### config.mk
export PLATFORM = sky130hd
export DESIGN_NAME = flash_write_cmd_unit
export DESIGN_NICKNAME = d
export VERILOG_FILES = /design/src/design/flash_cmd_pkg.sv /design/src/design/flash_pin_sync.sv /design/src/design/flash_op_timer.sv /design/src/design/flash_write_cmd_unit.sv
export SDC_FILE = /design/constraint.sdc
export NUM_CORES = 1
export LEC_CHECK = 0
export ABC_AREA = 1
export BUFFER_PORTS_ARGS = -buffer_cell sky130_fd_sc_hd__buf_2
export CORE_UTILIZATION = 60
export CTS_CLUSTER_DIAMETER = 80
export DETAILED_ROUTE_END_ITERATION = 10
export PLACE_DENSITY = 0.82
export SYNTH_ARGS = -nofsm -noshare
export SYNTH_HDL_FRONTEND = slang
export SYNTH_SLANG_ARGS = --single-unit
### constraint.sdc
create_clock -name CLK_SYS -period 4 [get_ports CLK_SYS]
set_clock_uncertainty 0.2 [all_clocks]
set_input_delay 0.6 -clock CLK_SYS [delete_from_list [all_inputs] [get_ports CLK_SYS]]
set_output_delay 0.6 -clock CLK_SYS [all_outputs]
set_load 0.01 [all_outputs]
### src/design/flash_cmd_pkg.sv
// Shared constants and types of the serial flash write-command unit.
// Assumes a 250 MHz system clock; all link pins are sampled by that clock.
`default_nettype none
package flash_cmd_pkg;

	// ----------------------------------------------------------------
	// Opcodes
	// ----------------------------------------------------------------
	localparam logic [7:0] OPC_BYTE_PROGRAM  = 8'h02;
	localparam logic [7:0] OPC_AUTO_INC      = 8'haf;
	localparam logic [7:0] OPC_SECTOR_ERASE  = 8'h20;
	localparam logic [7:0] OPC_BLOCK_ERASE   = 8'h52;
	localparam logic [7:0] OPC_CHIP_ERASE    = 8'h60;
	localparam logic [7:0] OPC_STATUS_READ   = 8'h05;
	localparam logic [7:0] OPC_WRITE_ENABLE  = 8'h06;
	localparam logic [7:0] OPC_WRITE_DISABLE = 8'h04;
	localparam logic [7:0] OPC_STATUS_ARM    = 8'h50;
	localparam logic [7:0] OPC_STATUS_WRITE  = 8'h01;

	// ----------------------------------------------------------------
	// Address layout and protection map
	// ----------------------------------------------------------------
	localparam int          TOP_ADDRESS_BIT   = 17;
	localparam int          ADDR_W            = TOP_ADDRESS_BIT + 1;
	localparam int          SECTOR_SELECT_LOW = 12;
	localparam int          BLOCK_SELECT_LOW  = 15;
	localparam logic [1:0]  ADDR_LAST_BYTE    = 2'h2;
	localparam logic [18:0] PROTECT_BASE_NONE = 19'h40000;
	localparam logic [18:0] PROTECT_BASE_L1   = 19'h30000;
	localparam logic [18:0] PROTECT_BASE_L2   = 19'h20000;
	localparam logic [18:0] PROTECT_BASE_L3   = 19'h00000;

	// ----------------------------------------------------------------
	// Status byte fields and reset values
	// ----------------------------------------------------------------
	localparam int         STAT_BUSY_BIT       = 0;
	localparam int         STAT_LATCH_BIT      = 1;
	localparam int         STAT_LEVEL_LOW_BIT  = 2;
	localparam int         STAT_LEVEL_HIGH_BIT = 3;
	localparam int         STAT_AUTO_INC_BIT   = 6;
	localparam int         STAT_LOCK_BIT       = 7;
	localparam logic [1:0] PROTECT_LEVEL_RESET = 2'h0;
	localparam logic       LOCKDOWN_RESET      = 1'b0;
	// Idle levels of clock, select, protect and data, so no false edge follows reset
	localparam logic [3:0] PIN_SYNC_RESET      = 4'hf;

	// ----------------------------------------------------------------
	// Self-timed operation durations
	// ----------------------------------------------------------------
	localparam int unsigned CLK_MHZ                 = 250;
	localparam int unsigned BYTE_PROGRAM_TIME_US    = 20;
	localparam int unsigned SECTOR_ERASE_TIME_US    = 25000;
	localparam int unsigned BLOCK_ERASE_TIME_US     = 25000;
	localparam int unsigned CHIP_ERASE_TIME_US      = 100000;
	localparam int unsigned BYTE_PROGRAM_CYCLES_DEF = BYTE_PROGRAM_TIME_US * CLK_MHZ;
	localparam int unsigned SECTOR_ERASE_CYCLES_DEF = SECTOR_ERASE_TIME_US * CLK_MHZ;
	localparam int unsigned BLOCK_ERASE_CYCLES_DEF  = BLOCK_ERASE_TIME_US * CLK_MHZ;
	localparam int unsigned CHIP_ERASE_CYCLES_DEF   = CHIP_ERASE_TIME_US * CLK_MHZ;

	// ----------------------------------------------------------------
	// Types
	// ----------------------------------------------------------------
	typedef enum logic [5:0] {
		SEQ_IDLE   = 6'b000001,
		SEQ_OPCODE = 6'b000010,
		SEQ_ADDR   = 6'b000100,
		SEQ_DATA   = 6'b001000,
		SEQ_STATUS = 6'b010000,
		SEQ_SKIP   = 6'b100000
	} seq_state_t;

	typedef enum logic [1:0] {
		OP_BYTE   = 2'h0,
		OP_SECTOR = 2'h1,
		OP_BLOCK  = 2'h2,
		OP_CHIP   = 2'h3
	} array_op_t;

endpackage
`default_nettype wire

### src/design/flash_pin_sync.sv
// Two-stage synchroniser for a bundle of asynchronous pins.
// Assumes each bit is an independent level; no bundle coherency.
`timescale 1ns/100ps
`default_nettype none
module flash_pin_sync #(
	parameter int               WIDTH       = 4,
	parameter logic [WIDTH-1:0] RESET_VALUE = '0
) (
	input  wire logic             clk,
	input  wire logic             reset_n,
	input  wire logic [WIDTH-1:0] d,
	output logic      [WIDTH-1:0] q
);

	typedef struct packed {
		logic [WIDTH-1:0] s1;
		logic [WIDTH-1:0] s2;
	} sync_t;

	sync_t r_reg;
	sync_t r_next;

	// First stage feeds only the second stage
	always_comb begin
		r_next    = r_reg;
		r_next.s1 = d;
		r_next.s2 = r_reg.s1;
	end

	always_ff @(posedge clk) begin
		if (!reset_n) begin
			r_reg <= {RESET_VALUE, RESET_VALUE};
		end else begin
			r_reg <= r_next;
		end
	end

	assign q = r_reg.s2;

endmodule
`default_nettype wire

### src/design/flash_op_timer.sv
// Self-timed duration counter for program and erase operations.
// Assumes start is a one-cycle pulse given only while not busy.
`timescale 1ns/100ps
`default_nettype none
module flash_op_timer (
	input  wire logic        clk,
	input  wire logic        reset_n,
	input  wire logic        start,
	input  wire logic [31:0] cycles,
	output logic             busy,
	output logic             done
);

	typedef struct packed {
		logic        busy;
		logic        done;
		logic [31:0] count;
	} timer_t;

	timer_t r_reg;
	timer_t r_next;

	// Busy for exactly 'cycles' clocks, then a one-cycle done pulse
	always_comb begin
		r_next      = r_reg;
		r_next.done = 1'b0;
		if (start && !r_reg.busy) begin
			r_next.busy  = 1'b1;
			r_next.count = (cycles == 32'h0) ? 32'h0 : cycles - 32'h1;
		end else if (r_reg.busy) begin
			if (r_reg.count == 32'h0) begin
				r_next.busy = 1'b0;
				r_next.done = 1'b1;
			end else begin
				r_next.count = r_reg.count - 32'h1;
			end
		end
	end

	always_ff @(posedge clk) begin
		if (!reset_n) begin
			r_reg <= '0;
		end else begin
			r_reg <= r_next;
		end
	end

	assign busy = r_reg.busy;
	assign done = r_reg.done;

endmodule
`default_nettype wire

### src/design/flash_write_cmd_unit.sv
// Command decoder and write control of a small serial flash (SPI mode 0/3 slave).
// Assumes the link pins are asynchronous to CLK_SYS and the link clock is far slower.
//
// Summary of operation
// - Byte program: opcode 02h, 24-bit address, one data byte, MSB first.
// - Byte program, sector or block erase into protected area is dropped.
// - Write enable sets the latch; program and erase need the latch set.
// - Select held low for the sequence; execution starts at its rising edge.
// - Program and erase are self-timed; busy bit shows progress.
// - Auto-increment: AFh, address, data; then AFh plus data at next address.
// - Host waits per byte, ends auto-increment with 04h, then polls status.
// - Auto-increment never wraps; after top unprotected byte, mode and latch clear.
// - Auto-increment starting in a protected area is ignored.
// - Opcode 20h erases the 4 KByte sector chosen by address bits 17..12.
// - Opcode 52h erases the 32 KByte block chosen by address bits 17..15.
// - Opcode 60h erases everything, ignored if any protection is set.
// - Status read accepted at any time, even while busy.
// - Status byte repeats on continuing clocks until select rises.
// - Write disable clears the latch and the auto-increment mode.
// - Status-write arm works only if status write is the very next command.
// - Armed status write changes only both level bits and lock-down bit.
// - Status write ignored when protect pin low and lock-down set.
// - Pin low: lock-down only goes 0 to 1; pin high: all three writable.
// - Pin and lock-down judged at select rise; one write may set all three.
// - Decode 06h, 04h, 05h, 50h, and 01h with one data byte.
// - Every opcode, address byte and data byte spans eight clocks.
`timescale 1ns/100ps
`default_nettype none
module flash_write_cmd_unit
	import flash_cmd_pkg::*;
#(
	parameter int unsigned BYTE_PROGRAM_CYCLES = flash_cmd_pkg::BYTE_PROGRAM_CYCLES_DEF,
	parameter int unsigned SECTOR_ERASE_CYCLES = flash_cmd_pkg::SECTOR_ERASE_CYCLES_DEF,
	parameter int unsigned BLOCK_ERASE_CYCLES  = flash_cmd_pkg::BLOCK_ERASE_CYCLES_DEF,
	parameter int unsigned CHIP_ERASE_CYCLES   = flash_cmd_pkg::CHIP_ERASE_CYCLES_DEF
) (
	input  wire logic                      CLK_SYS,
	input  wire logic                      RESET_N,
	input  wire logic                      SERIAL_CLK,
	input  wire logic                      CHIP_SELECT_N,
	input  wire logic                      SERIAL_IN,
	input  wire logic                      WRITE_PROTECT_N,
	output logic                           SERIAL_OUT,
	output logic                           SERIAL_OUT_OE_N,
	output logic                           ARRAY_START,
	output var flash_cmd_pkg::array_op_t   ARRAY_OP,
	output logic [flash_cmd_pkg::ADDR_W-1:0] ARRAY_ADDR,
	output logic [7:0]                     ARRAY_DATA,
	output logic                           BUSY,
	output logic                           WRITE_ENABLE_LATCH,
	output logic                           AUTO_INCREMENT_ACTIVE,
	output logic [1:0]                     PROTECT_LEVEL,
	output logic                           PROTECT_LOCKDOWN
);

	import flash_cmd_pkg::*;

	// ----------------------------------------------------------------
	// State record
	// ----------------------------------------------------------------
	typedef struct packed {
		seq_state_t        state;
		logic              sck_q;
		logic              ce_q;
		logic [7:0]        shift;
		logic [2:0]        bit_cnt;
		logic [1:0]        byte_cnt;
		logic [7:0]        opcode;
		logic [23:0]       addr;
		logic [7:0]        data;
		logic              cmd_ok;
		logic [2:0]        out_idx;
		logic              so;
		logic              so_oe_n;
		logic              we_latch;
		logic              auto_inc;
		logic [ADDR_W-1:0] auto_inc_addr;
		logic              arm;
		logic [1:0]        bp;
		logic              lock;
		logic              start;
		array_op_t         op;
		logic [ADDR_W-1:0] op_addr;
		logic [7:0]        op_data;
		logic [31:0]       op_cycles;
	} unit_t;

	unit_t r_reg;
	unit_t r_next;

	logic [3:0] pins_sync;
	logic       sck_s;
	logic       ce_s;
	logic       si_s;
	logic       wp_s;
	logic       busy;
	logic       op_done;
	logic       sck_rise;
	logic       sck_fall;
	logic       ce_fall;
	logic       ce_rise;
	logic [7:0] in_byte;
	logic [ADDR_W-1:0] cmd_addr;
	logic [7:0] status_now;

	// ----------------------------------------------------------------
	// Helpers
	// ----------------------------------------------------------------
	// Lowest protected address; protected areas grow down from the top
	function automatic logic [18:0] protect_base(input logic [1:0] level);
		case (level)
			2'h1:    protect_base = PROTECT_BASE_L1;
			2'h2:    protect_base = PROTECT_BASE_L2;
			2'h3:    protect_base = PROTECT_BASE_L3;
			default: protect_base = PROTECT_BASE_NONE;
		endcase
	endfunction

	function automatic logic is_protected(input logic [ADDR_W-1:0] a, input logic [1:0] level);
		is_protected = ({1'b0, a} >= protect_base(level));
	endfunction

	function automatic logic [7:0] status_byte(input unit_t s, input logic b);
		status_byte                      = 8'h00;
		status_byte[STAT_BUSY_BIT]       = b;
		status_byte[STAT_LATCH_BIT]      = s.we_latch;
		status_byte[STAT_LEVEL_LOW_BIT]  = s.bp[0];
		status_byte[STAT_LEVEL_HIGH_BIT] = s.bp[1];
		status_byte[STAT_AUTO_INC_BIT]   = s.auto_inc;
		status_byte[STAT_LOCK_BIT]       = s.lock;
	endfunction

	function automatic logic [31:0] cycles_of(input array_op_t op);
		case (op)
			OP_SECTOR: cycles_of = SECTOR_ERASE_CYCLES;
			OP_BLOCK:  cycles_of = BLOCK_ERASE_CYCLES;
			OP_CHIP:   cycles_of = CHIP_ERASE_CYCLES;
			default:   cycles_of = BYTE_PROGRAM_CYCLES;
		endcase
	endfunction

	// ----------------------------------------------------------------
	// Pin sampling and edge detection
	// ----------------------------------------------------------------
	// sample link pins
	flash_pin_sync #(
		.WIDTH       (4),
		.RESET_VALUE (PIN_SYNC_RESET)
	) u_pin_sync (
		.clk     (CLK_SYS),
		.reset_n (RESET_N),
		.d       ({SERIAL_CLK, CHIP_SELECT_N, WRITE_PROTECT_N, SERIAL_IN}),
		.q       (pins_sync)
	);

	assign sck_s = pins_sync[3];
	assign ce_s  = pins_sync[2];
	assign wp_s  = pins_sync[1];
	assign si_s  = pins_sync[0];

	// Edges are taken from the synchronised copy and one more flop
	assign sck_rise = sck_s & ~r_reg.sck_q;
	assign sck_fall = ~sck_s & r_reg.sck_q;
	assign ce_fall  = ~ce_s & r_reg.ce_q;
	assign ce_rise  = ce_s & ~r_reg.ce_q;
	assign in_byte  = {r_reg.shift[6:0], si_s};
	assign cmd_addr = r_reg.addr[ADDR_W-1:0];
	// Live status, so busy is seen bit by bit
	assign status_now = status_byte(r_reg, busy);

	// ----------------------------------------------------------------
	// Self-timed operation timer
	// ----------------------------------------------------------------
	// busy tracks internal operation
	flash_op_timer u_op_timer (
		.clk     (CLK_SYS),
		.reset_n (RESET_N),
		.start   (r_reg.start),
		.cycles  (r_reg.op_cycles),
		.busy    (busy),
		.done    (op_done)
	);

	// ----------------------------------------------------------------
	// Sequencer
	// ----------------------------------------------------------------
	always_comb begin
		r_next       = r_reg;
		r_next.start = 1'b0;
		r_next.sck_q = sck_s;
		r_next.ce_q  = ce_s;

		// latch clears at operation end, outside auto-increment or after its top byte
		// Handled first so a write enable in the same cycle wins
		if (op_done) begin
			if (!r_reg.auto_inc) begin
				r_next.we_latch = 1'b0;
			end else if ({1'b0, r_reg.auto_inc_addr} == protect_base(r_reg.bp) - 19'h1) begin
				r_next.auto_inc = 1'b0;
				r_next.we_latch = 1'b0;
			end
		end

		if (ce_fall) begin
			// New frame: clear byte framing
			r_next.state    = SEQ_OPCODE;
			r_next.bit_cnt  = 3'h0;
			r_next.byte_cnt = 2'h0;
			r_next.cmd_ok   = 1'b0;
		end else if (ce_rise) begin
			r_next.state   = SEQ_IDLE;
			r_next.so_oe_n = 1'b1;
			r_next.cmd_ok  = 1'b0;
			if (r_reg.state != SEQ_OPCODE && r_reg.state != SEQ_IDLE) begin
				r_next.arm = r_reg.cmd_ok && !busy && r_reg.opcode == OPC_STATUS_ARM;
			end
			// only status read is served while busy
			if (r_reg.cmd_ok && !busy) begin
				case (r_reg.opcode)
					OPC_WRITE_ENABLE: begin
						r_next.we_latch = 1'b1;
					end
					OPC_WRITE_DISABLE: begin
						r_next.we_latch = 1'b0;
						r_next.auto_inc = 1'b0;
					end
					OPC_STATUS_WRITE: begin
						if (r_reg.arm && (wp_s || !r_reg.lock)) begin
							r_next.bp   = {r_reg.data[STAT_LEVEL_HIGH_BIT], r_reg.data[STAT_LEVEL_LOW_BIT]};
							r_next.lock = r_reg.data[STAT_LOCK_BIT];
						end
					end
					OPC_BYTE_PROGRAM: begin
						if (r_reg.we_latch && !is_protected(cmd_addr, r_reg.bp)) begin
							r_next.start   = 1'b1;
							r_next.op      = OP_BYTE;
							r_next.op_addr = cmd_addr;
							r_next.op_data = r_reg.data;
						end
					end
					OPC_SECTOR_ERASE: begin
						if (r_reg.we_latch && !is_protected(cmd_addr, r_reg.bp)) begin
							r_next.start   = 1'b1;
							r_next.op      = OP_SECTOR;
							r_next.op_addr = {cmd_addr[ADDR_W-1:SECTOR_SELECT_LOW], 12'h000};
							r_next.op_data = 8'hff;
						end
					end
					OPC_BLOCK_ERASE: begin
						if (r_reg.we_latch && !is_protected(cmd_addr, r_reg.bp)) begin
							r_next.start   = 1'b1;
							r_next.op      = OP_BLOCK;
							r_next.op_addr = {cmd_addr[ADDR_W-1:BLOCK_SELECT_LOW], 15'h0000};
							r_next.op_data = 8'hff;
						end
					end
					OPC_CHIP_ERASE: begin
						if (r_reg.we_latch && r_reg.bp == 2'h0) begin
							r_next.start   = 1'b1;
							r_next.op      = OP_CHIP;
							r_next.op_addr = '0;
							r_next.op_data = 8'hff;
						end
					end
					OPC_AUTO_INC: begin
						// next address; dropped when the top byte ends this cycle
						if (r_next.we_latch && r_next.auto_inc) begin
							r_next.start         = 1'b1;
							r_next.op            = OP_BYTE;
							r_next.op_addr       = r_reg.auto_inc_addr + 18'h1;
							r_next.auto_inc_addr = r_reg.auto_inc_addr + 18'h1;
							r_next.op_data       = r_reg.data;
						end else if (!r_reg.auto_inc && r_reg.we_latch && !is_protected(cmd_addr, r_reg.bp)) begin
							r_next.auto_inc      = 1'b1;
							r_next.start         = 1'b1;
							r_next.op            = OP_BYTE;
							r_next.op_addr       = cmd_addr;
							r_next.auto_inc_addr = cmd_addr;
							r_next.op_data       = r_reg.data;
						end
					end
					default: begin
						r_next.cmd_ok = 1'b0;
					end
				endcase
			end
		end else if (!ce_s && sck_rise && r_reg.state != SEQ_IDLE) begin
			r_next.shift   = in_byte;
			r_next.bit_cnt = r_reg.bit_cnt + 3'h1;
			if (r_reg.bit_cnt == 3'h7) begin
				case (r_reg.state)
					SEQ_OPCODE: begin
						r_next.opcode = in_byte;
						case (in_byte)
							OPC_BYTE_PROGRAM, OPC_SECTOR_ERASE, OPC_BLOCK_ERASE: begin
								r_next.state = SEQ_ADDR;
							end
							OPC_AUTO_INC: begin
								// address only on the first byte
								r_next.state = r_reg.auto_inc ? SEQ_DATA : SEQ_ADDR;
							end
							OPC_STATUS_WRITE: begin
								r_next.state = SEQ_DATA;
							end
							OPC_STATUS_READ: begin
								r_next.state   = SEQ_STATUS;
								r_next.out_idx = 3'h0;
								r_next.cmd_ok  = 1'b1;
							end
							default: begin
								r_next.state  = SEQ_SKIP;
								r_next.cmd_ok = 1'b1;
							end
						endcase
					end
					SEQ_ADDR: begin
						r_next.addr     = {r_reg.addr[15:0], in_byte};
						r_next.byte_cnt = r_reg.byte_cnt + 2'h1;
						if (r_reg.byte_cnt == ADDR_LAST_BYTE) begin
							if (r_reg.opcode == OPC_BYTE_PROGRAM || r_reg.opcode == OPC_AUTO_INC) begin
								r_next.state = SEQ_DATA;
							end else begin
								r_next.state  = SEQ_SKIP;
								r_next.cmd_ok = 1'b1;
							end
						end
					end
					SEQ_DATA: begin
						r_next.data   = in_byte;
						r_next.state  = SEQ_SKIP;
						r_next.cmd_ok = 1'b1;
					end
					default: begin
						r_next.state = r_reg.state;
					end
				endcase
			end
		end else if (!ce_s && sck_fall && r_reg.state == SEQ_STATUS) begin
			// status repeats, shifted on falling edge
			r_next.so      = status_now[3'h7 - r_reg.out_idx];
			r_next.so_oe_n = 1'b0;
			r_next.out_idx = r_reg.out_idx + 3'h1;
		end

		// Start one cycle later than decision; fill its duration
		r_next.op_cycles = cycles_of(r_next.op);
	end

	// ----------------------------------------------------------------
	// State register
	// ----------------------------------------------------------------
	always_ff @(posedge CLK_SYS) begin
		if (!RESET_N) begin
			r_reg          <= '0;
			r_reg.state    <= SEQ_IDLE;
			r_reg.sck_q    <= 1'b1;
			r_reg.ce_q     <= 1'b1;
			r_reg.so_oe_n  <= 1'b1;
			r_reg.bp       <= PROTECT_LEVEL_RESET;
			r_reg.lock     <= LOCKDOWN_RESET;
			r_reg.op       <= OP_BYTE;
		end else begin
			r_reg <= r_next;
		end
	end

	// ----------------------------------------------------------------
	// Outputs
	// ----------------------------------------------------------------
	assign SERIAL_OUT            = r_reg.so;
	assign SERIAL_OUT_OE_N       = r_reg.so_oe_n;
	assign ARRAY_START           = r_reg.start;
	assign ARRAY_OP              = r_reg.op;
	assign ARRAY_ADDR            = r_reg.op_addr;
	assign ARRAY_DATA            = r_reg.op_data;
	assign BUSY                  = busy;
	assign WRITE_ENABLE_LATCH    = r_reg.we_latch;
	assign AUTO_INCREMENT_ACTIVE = r_reg.auto_inc;
	assign PROTECT_LEVEL         = r_reg.bp;
	assign PROTECT_LOCKDOWN      = r_reg.lock;

endmodule
`default_nettype wire

==> results.md, run 1 <==
Outcome:
- The flow ran to the end, and the final reports show no timing, DRC or antenna violations.

Clock tree:
- In this run, post-CTS hold repair placed 0 buffers.
- TritonCTS built the clock tree.
- The number of setup buffers added after CTS is 0.
- The clock slew at the register clock pins of the worst setup and hold paths is 70 ps.
- The root buffer cell chosen for the clock tree is clkbuf_16.
- Clock latency on the worst-skew pair, taken at its later pin, is 430 ps.
- The number of levels in the clock H-tree is 4.
- Buffers inserted during clock tree synthesis total 17.
- The count of cells resized by post-cts repair is 0.
- The clock net sink count is 161.
- The largest buffer count on any clock path is 2.

Layout:
- The register with the most flip-flops in the layout has 58 of them.
- The area growth from synthesis to layout is 7.570%.
- The multi-input combinational cells in the finished layout cover a total of 4503 sq um.
- Of the cells placed in the final design, the portion with a size suffix greater than 1 is 0.08154.
- The number of antenna diodes is 0.
- Counting the fill cells in the layout gives 1259.
- The number of nets in the finished design is 1360.
- Summing all non-filler instances in the final layout gives an area of 9548 sq um.
- The flip-flop and latch area is 3223 sq um.
- The most common cell after layout, fill and taps aside is nand2_1.
- Leaving out fill and tap cells, the most frequent cells in the layout are 206 x nand2_1, 203 x nor2_1, 182 x inv_1, 161 x dfxtp_1, 144 x o21ai_0.

Synth:
- The area of the mapped netlist is 8876 sq um.
- The count of warnings emitted by yosys is 0.
- The post-synthesis average cell area is 6.604 sq um.
- The number of nets in the synthesized netlist is 1368.
- After technology mapping, the gate count stands at 1344.
- Counting flops and latches in the post-synthesis netlist gives 161.
- The number of different library cells in the post-synthesis netlist is 43.
- The sequential-to-total area share from yosys stat is 0.3631.

STA:
- Derived from the worst setup path, the maximum achievable clock frequency is 314.1 MHz.
- Setup total negative slack on the finished layout was measured at 0 ps.
- The worst path meets setup with 815.9 ps of slack.
- The final count of pins violating max slew is 0.
- The final count of hold timing violations is 0.
- Counting I/O delays and the setup requirement, the final critical path takes 3184 ps.
- Setup repair after global routing left no endpoint under its margin.
- The number of setup violations in the final report is 0.
- The slew of the pin with the lowest slew margin is 783.7 ps.
- Of the available clock period, the critical path in the final layout requires 0.7960.
- The max-slew headroom at the worst pin is 0.4775.

Detailed routing:
- The total detailed-routing wirelength is 22070 um.
- For this block, the via count after detailed routing is 8622.
- After detailed routing, the number of vias per cell comes to 5.624.
- The remaining routing DRC violations is 0.
- The detailed-routing iteration count for the pre-antenna-repair pass is 6.
- In this run the remaining antenna-violating nets after routing total 0.
- The detailed router finished its first iteration with 959 violations.
- Dividing the detail-routed wire length by the instance count gives 14.39 um.

GRT:
- The global route total overflow is 0.
- The maximum number of pins on one net before global-route repair is 65.
- The initial antenna violation count came to 0.
- The first-pass GRT wire length is 35500 um.
- The via count of the first global-routing pass is 7596.
- For this run, the total global-route usage over all layers was measured as 0.3001.

Setup path:
- The library cell contributing the largest single delay on the critical path is dfxtp_1.
- The data required time of the worst path is 4120 ps.
- The sort of element at the start of the critical path is a register.
- The critical path goes through inv_1 -> ha_1 -> inv_1 -> ha_1 -> nand2_1 -> nor2_1 -> nand3_1 -> nand3_1 -> nand3_1 -> nand2_1 -> nand2_1 -> nand2_1 -> nand2_1 -> nand2_1 -> ha_1 -> nand2_1 -> inv_1.
- The endpoint class of the critical path is a register.
- The critical setup path kind is reg2reg.
- The most used cell along the critical path is nand2_1.
- The data arrival at the endpoint of the critical path is 3310 ps.
- The largest single stage delay on the critical path is 430 ps.
- In this run the worst path has a maximum fanout of 12.

Floorplanning:
- The die outline width is 123.6 um.
- The die covers 15280 sq um.
- The area of the core is 14480 sq um.
- The top-level I/O count is 43.
- Row generation in the floorplan step produced 44 rows.
- The initial utilization of the core area, before any placement, comes to 0.6130.
- The die extent in y is 123.6 um.

Place:
- Input and output buffers added on the ports amount to 42.
- At the end of routability-driven placement, the weighted congestion stood at 0.9770.
- Once detailed placement completed, the half-perimeter wirelength came to 15580 um.
- The worst setup slack before clock tree synthesis is 834.0 ps.
- The area of placed instances is 8944 sq um.

Power:
- The overall power after layout is 3346 uW.
- In this run the power density over the cells is 350.5 nW/um^2.
- The highest ir drop seen on vdd is 342.1 uV.
- The leakage power of the design is 0.004268 uW.

Flow run:
- The tool flagged a number of max-cap violations equal to 0.

Hold path:
- In this run the worst hold path is classified as in2reg.
[path summary, 6_finish.rpt]
path                                           start                   end  slack, ps  depth (start not counted)
worst max-delay path                PROTECT_LEVEL[0]             r_reg[17]        820                         17
worst min-delay path                   CHIP_SELECT_N  u_pin_sync.r_next[2]        150                          2
worst max register to register      PROTECT_LEVEL[0]             r_reg[17]        820                         17
worst min register to register  u_pin_sync.r_next[0]       u_pin_sync.q[0]        210                          1
[layout make-up]
| cell class | count | area share |
|---|---|---|
| Sequential cell | 161 | 0.3376 |
| Multi-Input combinational cell | 917 | 0.4716 |
| Clock inverter | 12 | 0.01546 |
| Timing Repair Buffer | 52 | 0.02988 |
| Tap cell | 184 | 0.02411 |
| Inverter | 187 | 0.07352 |
| Clock buffer | 20 | 0.04783 |
[layer usage]
layer | share of wire | vias to the layer above | GRT usage | wire [um]
met4 | 0.025 | 0 | 0.1295 | 543
met2 | 0.45 | 380 | 0.4701 | 9865
met3 | 0.079 | 60 | 0.06868 | 1740
met5 | 0 | - | 0 | 0
met1 | 0.45 | 3856 | 0.3946 | 9915
li1 | - | 4326 | - | -
[report_power, final]
group	switching, uW	internal (uW)
Clock	690	967
Sequential	8.59	1610
Combinational	49.1	20.5
[Yosys cell counts, drive strengths merged]
master   number  area share
nand2       209       0.090
nor2        209       0.090
inv         185       0.078
dfxtp       161        0.36
o21ai       146       0.082
a21oi       116       0.065
nand3        89       0.051
buf          46       0.037
clkbuf       33       0.014
nor3         23       0.013
nand4        20       0.014
xor2         19       0.019
ha           18       0.025
a31oi        13      0.0092
or2           9      0.0063
a211oi        7      0.0073
xnor2         7      0.0069
nand3b        4      0.0034
nor4          4      0.0028
o21bai        4      0.0034
o22ai         4      0.0028
a31o          2      0.0020
clkinv        2     0.00085
nor3b         2      0.0017
o211ai        2      0.0017
o21a          2      0.0017
o31ai         2      0.0017
o32ai         2      0.0020
a21o          1     0.00085
a221oi        1     0.00099
a311oi        1     0.00099
o2111ai       1     0.00099
[metrics by stage]
stage | utilization | hold slack [ps] | cells
2_1_floorplan | - | 192.5 | 1344
3_3_place_gp | 0.6177 | 195.6 | 1501
3_5_place_dp | 0.6177 | 200.7 | 1501
4_1_cts | 0.6594 | 140.2 | 1533
5_1_grt | 0.6594 | 147.3 | 1533
6_report | 0.6594 | 151.3 | 1533
[kinds of logic (layout without fill, tap and decap cells)]
family | Yosys count | count (layout) | synth area share
simple gates | 569 | 569 | 0.2725
compound gates | 304 | 304 | 0.1833
buf+inv | 266 | 271 | 0.1301
flops | 161 | 161 | 0.3631
xor+xnor | 26 | 26 | 0.02566
fa+ha+maj | 18 | 18 | 0.02537
[worst max-delay path: cells and delay by family (launching register included)]
family / cells / cell delay, ps
adders and majority gates: 3 / 820
buffers and inverters: 3 / 170
DFF: 1 / 430
and+or+nand+nor: 11 / 1460
No activity file was read; power rests on OpenSTA's default activity.
==> run 2: changes to the inputs <==
Settings changed: CORE_UTILIZATION 60 to 56, PLACE_DENSITY 0.82 to 0.81.
Clock period 4 ns to 2.63 ns, I/O delays scaled along.
==> run 2 against run 1 <==
Effect of this change:
- non-clock buffer count grew 44
- die area up 7.0%
- via count rose by 2.6%
- first-iteration DRC count shrank 10%
- worst hold slack gained 41 ps
- flip-flop and latch count unchanged
- combinational power rose by 65%
- sequential share of layout area is 2.0 points lower
- worst setup slack worse by 790 ps
- global-route usage shrank 0.58 points
- largest cell class unchanged
- largest power group is now sequential cells
- highest routed layer unchanged
==> results.md, run 2 (synthesized netlist as in run 1, its figures left out) <==
STA:
- The sum of negative setup slack is 0 ps.
- The upper clock frequency limit is 383.6 MHz.
- The final count of hold timing violations was 0.
- The clock period minus worst slack is 2607 ps.
- The max-slew headroom at the worst pin is 0.5946.
- The number of setup violations in the final report is 0.
- The final count of pins violating max slew is 0.
- The post-route fraction of the period consumed by the critical path is 0.9911.
- For the pin with the worst max-slew slack, the measured transition is 607.4 ps.

Power:
- The design draws 5013 uW.
- The power per unit of standard cell area is 493.6 nW/um^2.
- For this design the static power due to leakage is 0.004530 uW.
- IR analysis of the VDD net gives a maximum drop of 486.3 uV.

Layout:
- The number of nets in the finished design is 1406.
- The layout has 1316 filler cells.
- The number of antenna diodes is 0.
- Leaving out fill and tap cells, the most frequent cells in the layout are 201 x nand2_1, 199 x nor2_1, 178 x inv_1, 159 x dfxtp_1, 138 x o21ai_0.
- The number of flip-flops in the largest register is 58.
- The most common cell after layout, fill and taps aside is nand2_1.
- Of the cells placed in the final design, the portion with a size suffix greater than 1 is 0.1319.
- Relative to the synthesized area, the layout overhead comes to 14.42%.
- The final instance area is 10160 sq um.

Place:
- Summing all placed instances gives a cell area of 9238 sq um.
- At the end of routability-driven placement, the weighted congestion stood at 0.9540.
- The post-detailed-placement half-perimeter wirelength is 16340 um.
- The port buffer count is 42.

Detailed routing:
- The remaining antenna violation count after routing is 0.
- The detailed-routing iteration count for the pre-antenna-repair pass is 5.
- In the routed design, unresolved DRC markers number 0.
- The per-cell via count in the routed design is 5.507.
- The routed length per instance is 14.72 um.
- The number of violations reported at the end of detailed-routing iteration 0 is 860.
- The total detailed-routing wirelength is 23640 um.
- The routed layout has 8845 vias.

GRT:
- The initial antenna violation count is 0.
- The global route total overflow is 0.
- Entering global routing, the biggest net connects 62 pins.
- For this run, global-route usage on met3 was measured as 0.05301.
- The routing usage on met2 is 0.4652.
- In the global route stage, met1 resource usage came out at 0.3969.
- The overall track demand over capacity in global routing is 0.2943.
- The via count of the first global-routing pass came to 7958.
- The first-pass GRT wire length is 38180 um.
- The layer flagged by global routing as most heavily used is met2.

Floorplanning:
- Pin placement for this block handled 43 I/O pins.
- The die extent in y is 127.9 um.
- The region available for standard cell placement spans 15310 sq um.
- The die outline width is 127.9 um.
- Row generation in the floorplan step produced 45 rows.
- The die covers 16360 sq um.
- For this configuration, the core starts out at a cell density of 0.5796.

Setup path:
- Of all nets on the critical path, the largest fanout is 7.
- The critical setup path kind is reg2reg.
- The logic depth of the worst register-to-register path is 15.
- The sort of element at the start of the critical path is a register.
- At the worst endpoint, the arrival time is 2720 ps.
- STA classifies the critical path endpoint as a register.
- At the worst endpoint, the required time is 2740 ps.

Clock tree:
- TritonCTS built the clock tree.
- The clock latency at the later pin of the worst-skew pair is 440 ps.
- The clock slew at the register clock pins of the worst setup and hold paths is 70 ps.
- TritonCTS created 17 clock buffers.
- The largest buffer count on any clock path is 2.
- The number of levels in the clock H-tree is 4.
- The root buffer cell is clkbuf_16.
- Counting every sink on the clock net gives 161.

Hold path:
- The cell depth of the worst min-delay path is 5.
- The path category of the worst min-delay check is in2reg.

Outcome:
- The flow ran to the end, and the final reports show no timing, DRC or antenna violations.

Flow run:
- The count of max-cap constraint violations is 0.
-- run 2: cell count changes in the layout (fill, tap and decap cells not counted), sizes merged --
cell,change
buf,+39
clkinvlp,+4
dlygate4sd3,+4
clkinv,+3
inv,-3
bufinv,-1
-- run 2: critical path, cell delays in order, from the launching register on --
cell        delay [ps]
dfxtp_2            340
inv_2               50
ha_4               250
inv_2               40
ha_4               250
nand3b_1            80
o21ai_1             80
inv_1              140
nand3_2            120
buf_6              150
nand2_4             60
nand2_4             60
nor2_4             190
clkinvlp_4         250
a21oi_2            180
nor2_1              50
-- run 2: stage by stage --
stage	std cells	utilization	setup WS, ps	hold WS (ps)
final	1606	0.6632	23.29	192.0
after detailed placement	1559	0.6032	-88.93	198.8
after global placement	1559	0.6032	4.562	195.5
after CTS	1596	0.6449	3.967	189.6
after floorplan	1344	-	5.698	192.5
after global routing	1606	0.6632	-98.39	229.8
-- run 2: layout make-up --
class | count | area [sq um] | area share
Inverter | 187 | 709.4 | 0.06985
Sequential cell | 161 | 3226 | 0.3176
Timing Repair inverter | 2 | 15.01 | 0.001478
Clock buffer | 19 | 452.9 | 0.04460
Tap cell | 211 | 264.0 | 0.02599
Timing Repair Buffer | 96 | 679.4 | 0.06690
Clock inverter | 13 | 127.6 | 0.01257
Multi-Input combinational cell | 917 | 4682 | 0.4610
-- run 2: power by group --
group | internal (uW) | switching [uW] | leakage (uW) | total [uW]
registers | 2450 | 13.5 | 0.00130 | 2460
logic | 37.2 | 77.4 | 0.00295 | 115
clock network | 1370 | 1070 | 0.000277 | 2430
total | 3850 | 1160 | 0.00453 | 5010
-- run 2: what timing repair did --
| item | in CTS | in global routing |
|---|---|---|
| gates cloned | 1 | 2 |
| setup endpoints to repair | 30 | 56 |
| hold buffers | 4 | 0 |
| setup buffers | 0 | 8 |
| pin swaps | 1 | 17 |
| endpoints found under the hold margin | 4 | 0 |
| gates resized for setup | 4 | 47 |
-- run 2: worst paths after layout --
kind	from	end	slack, ps
max	PROTECT_LEVEL[0]	r_reg[65]	20
min	RESET_N	r_reg[132]	190
max reg2reg	PROTECT_LEVEL[0]	r_reg[65]	20
min reg2reg	u_pin_sync.r_next[2]	u_pin_sync.q[2]	220
-- run 2: routing by layer --
layer  part of all wire  vias to the layer above  wire length, um
met5                  0                        -                0
met4              0.022                        0              518
met3              0.084                       52             1977
met2               0.45                      363            10660
met1               0.44                     4020            10480
li1                   -                     4410                -
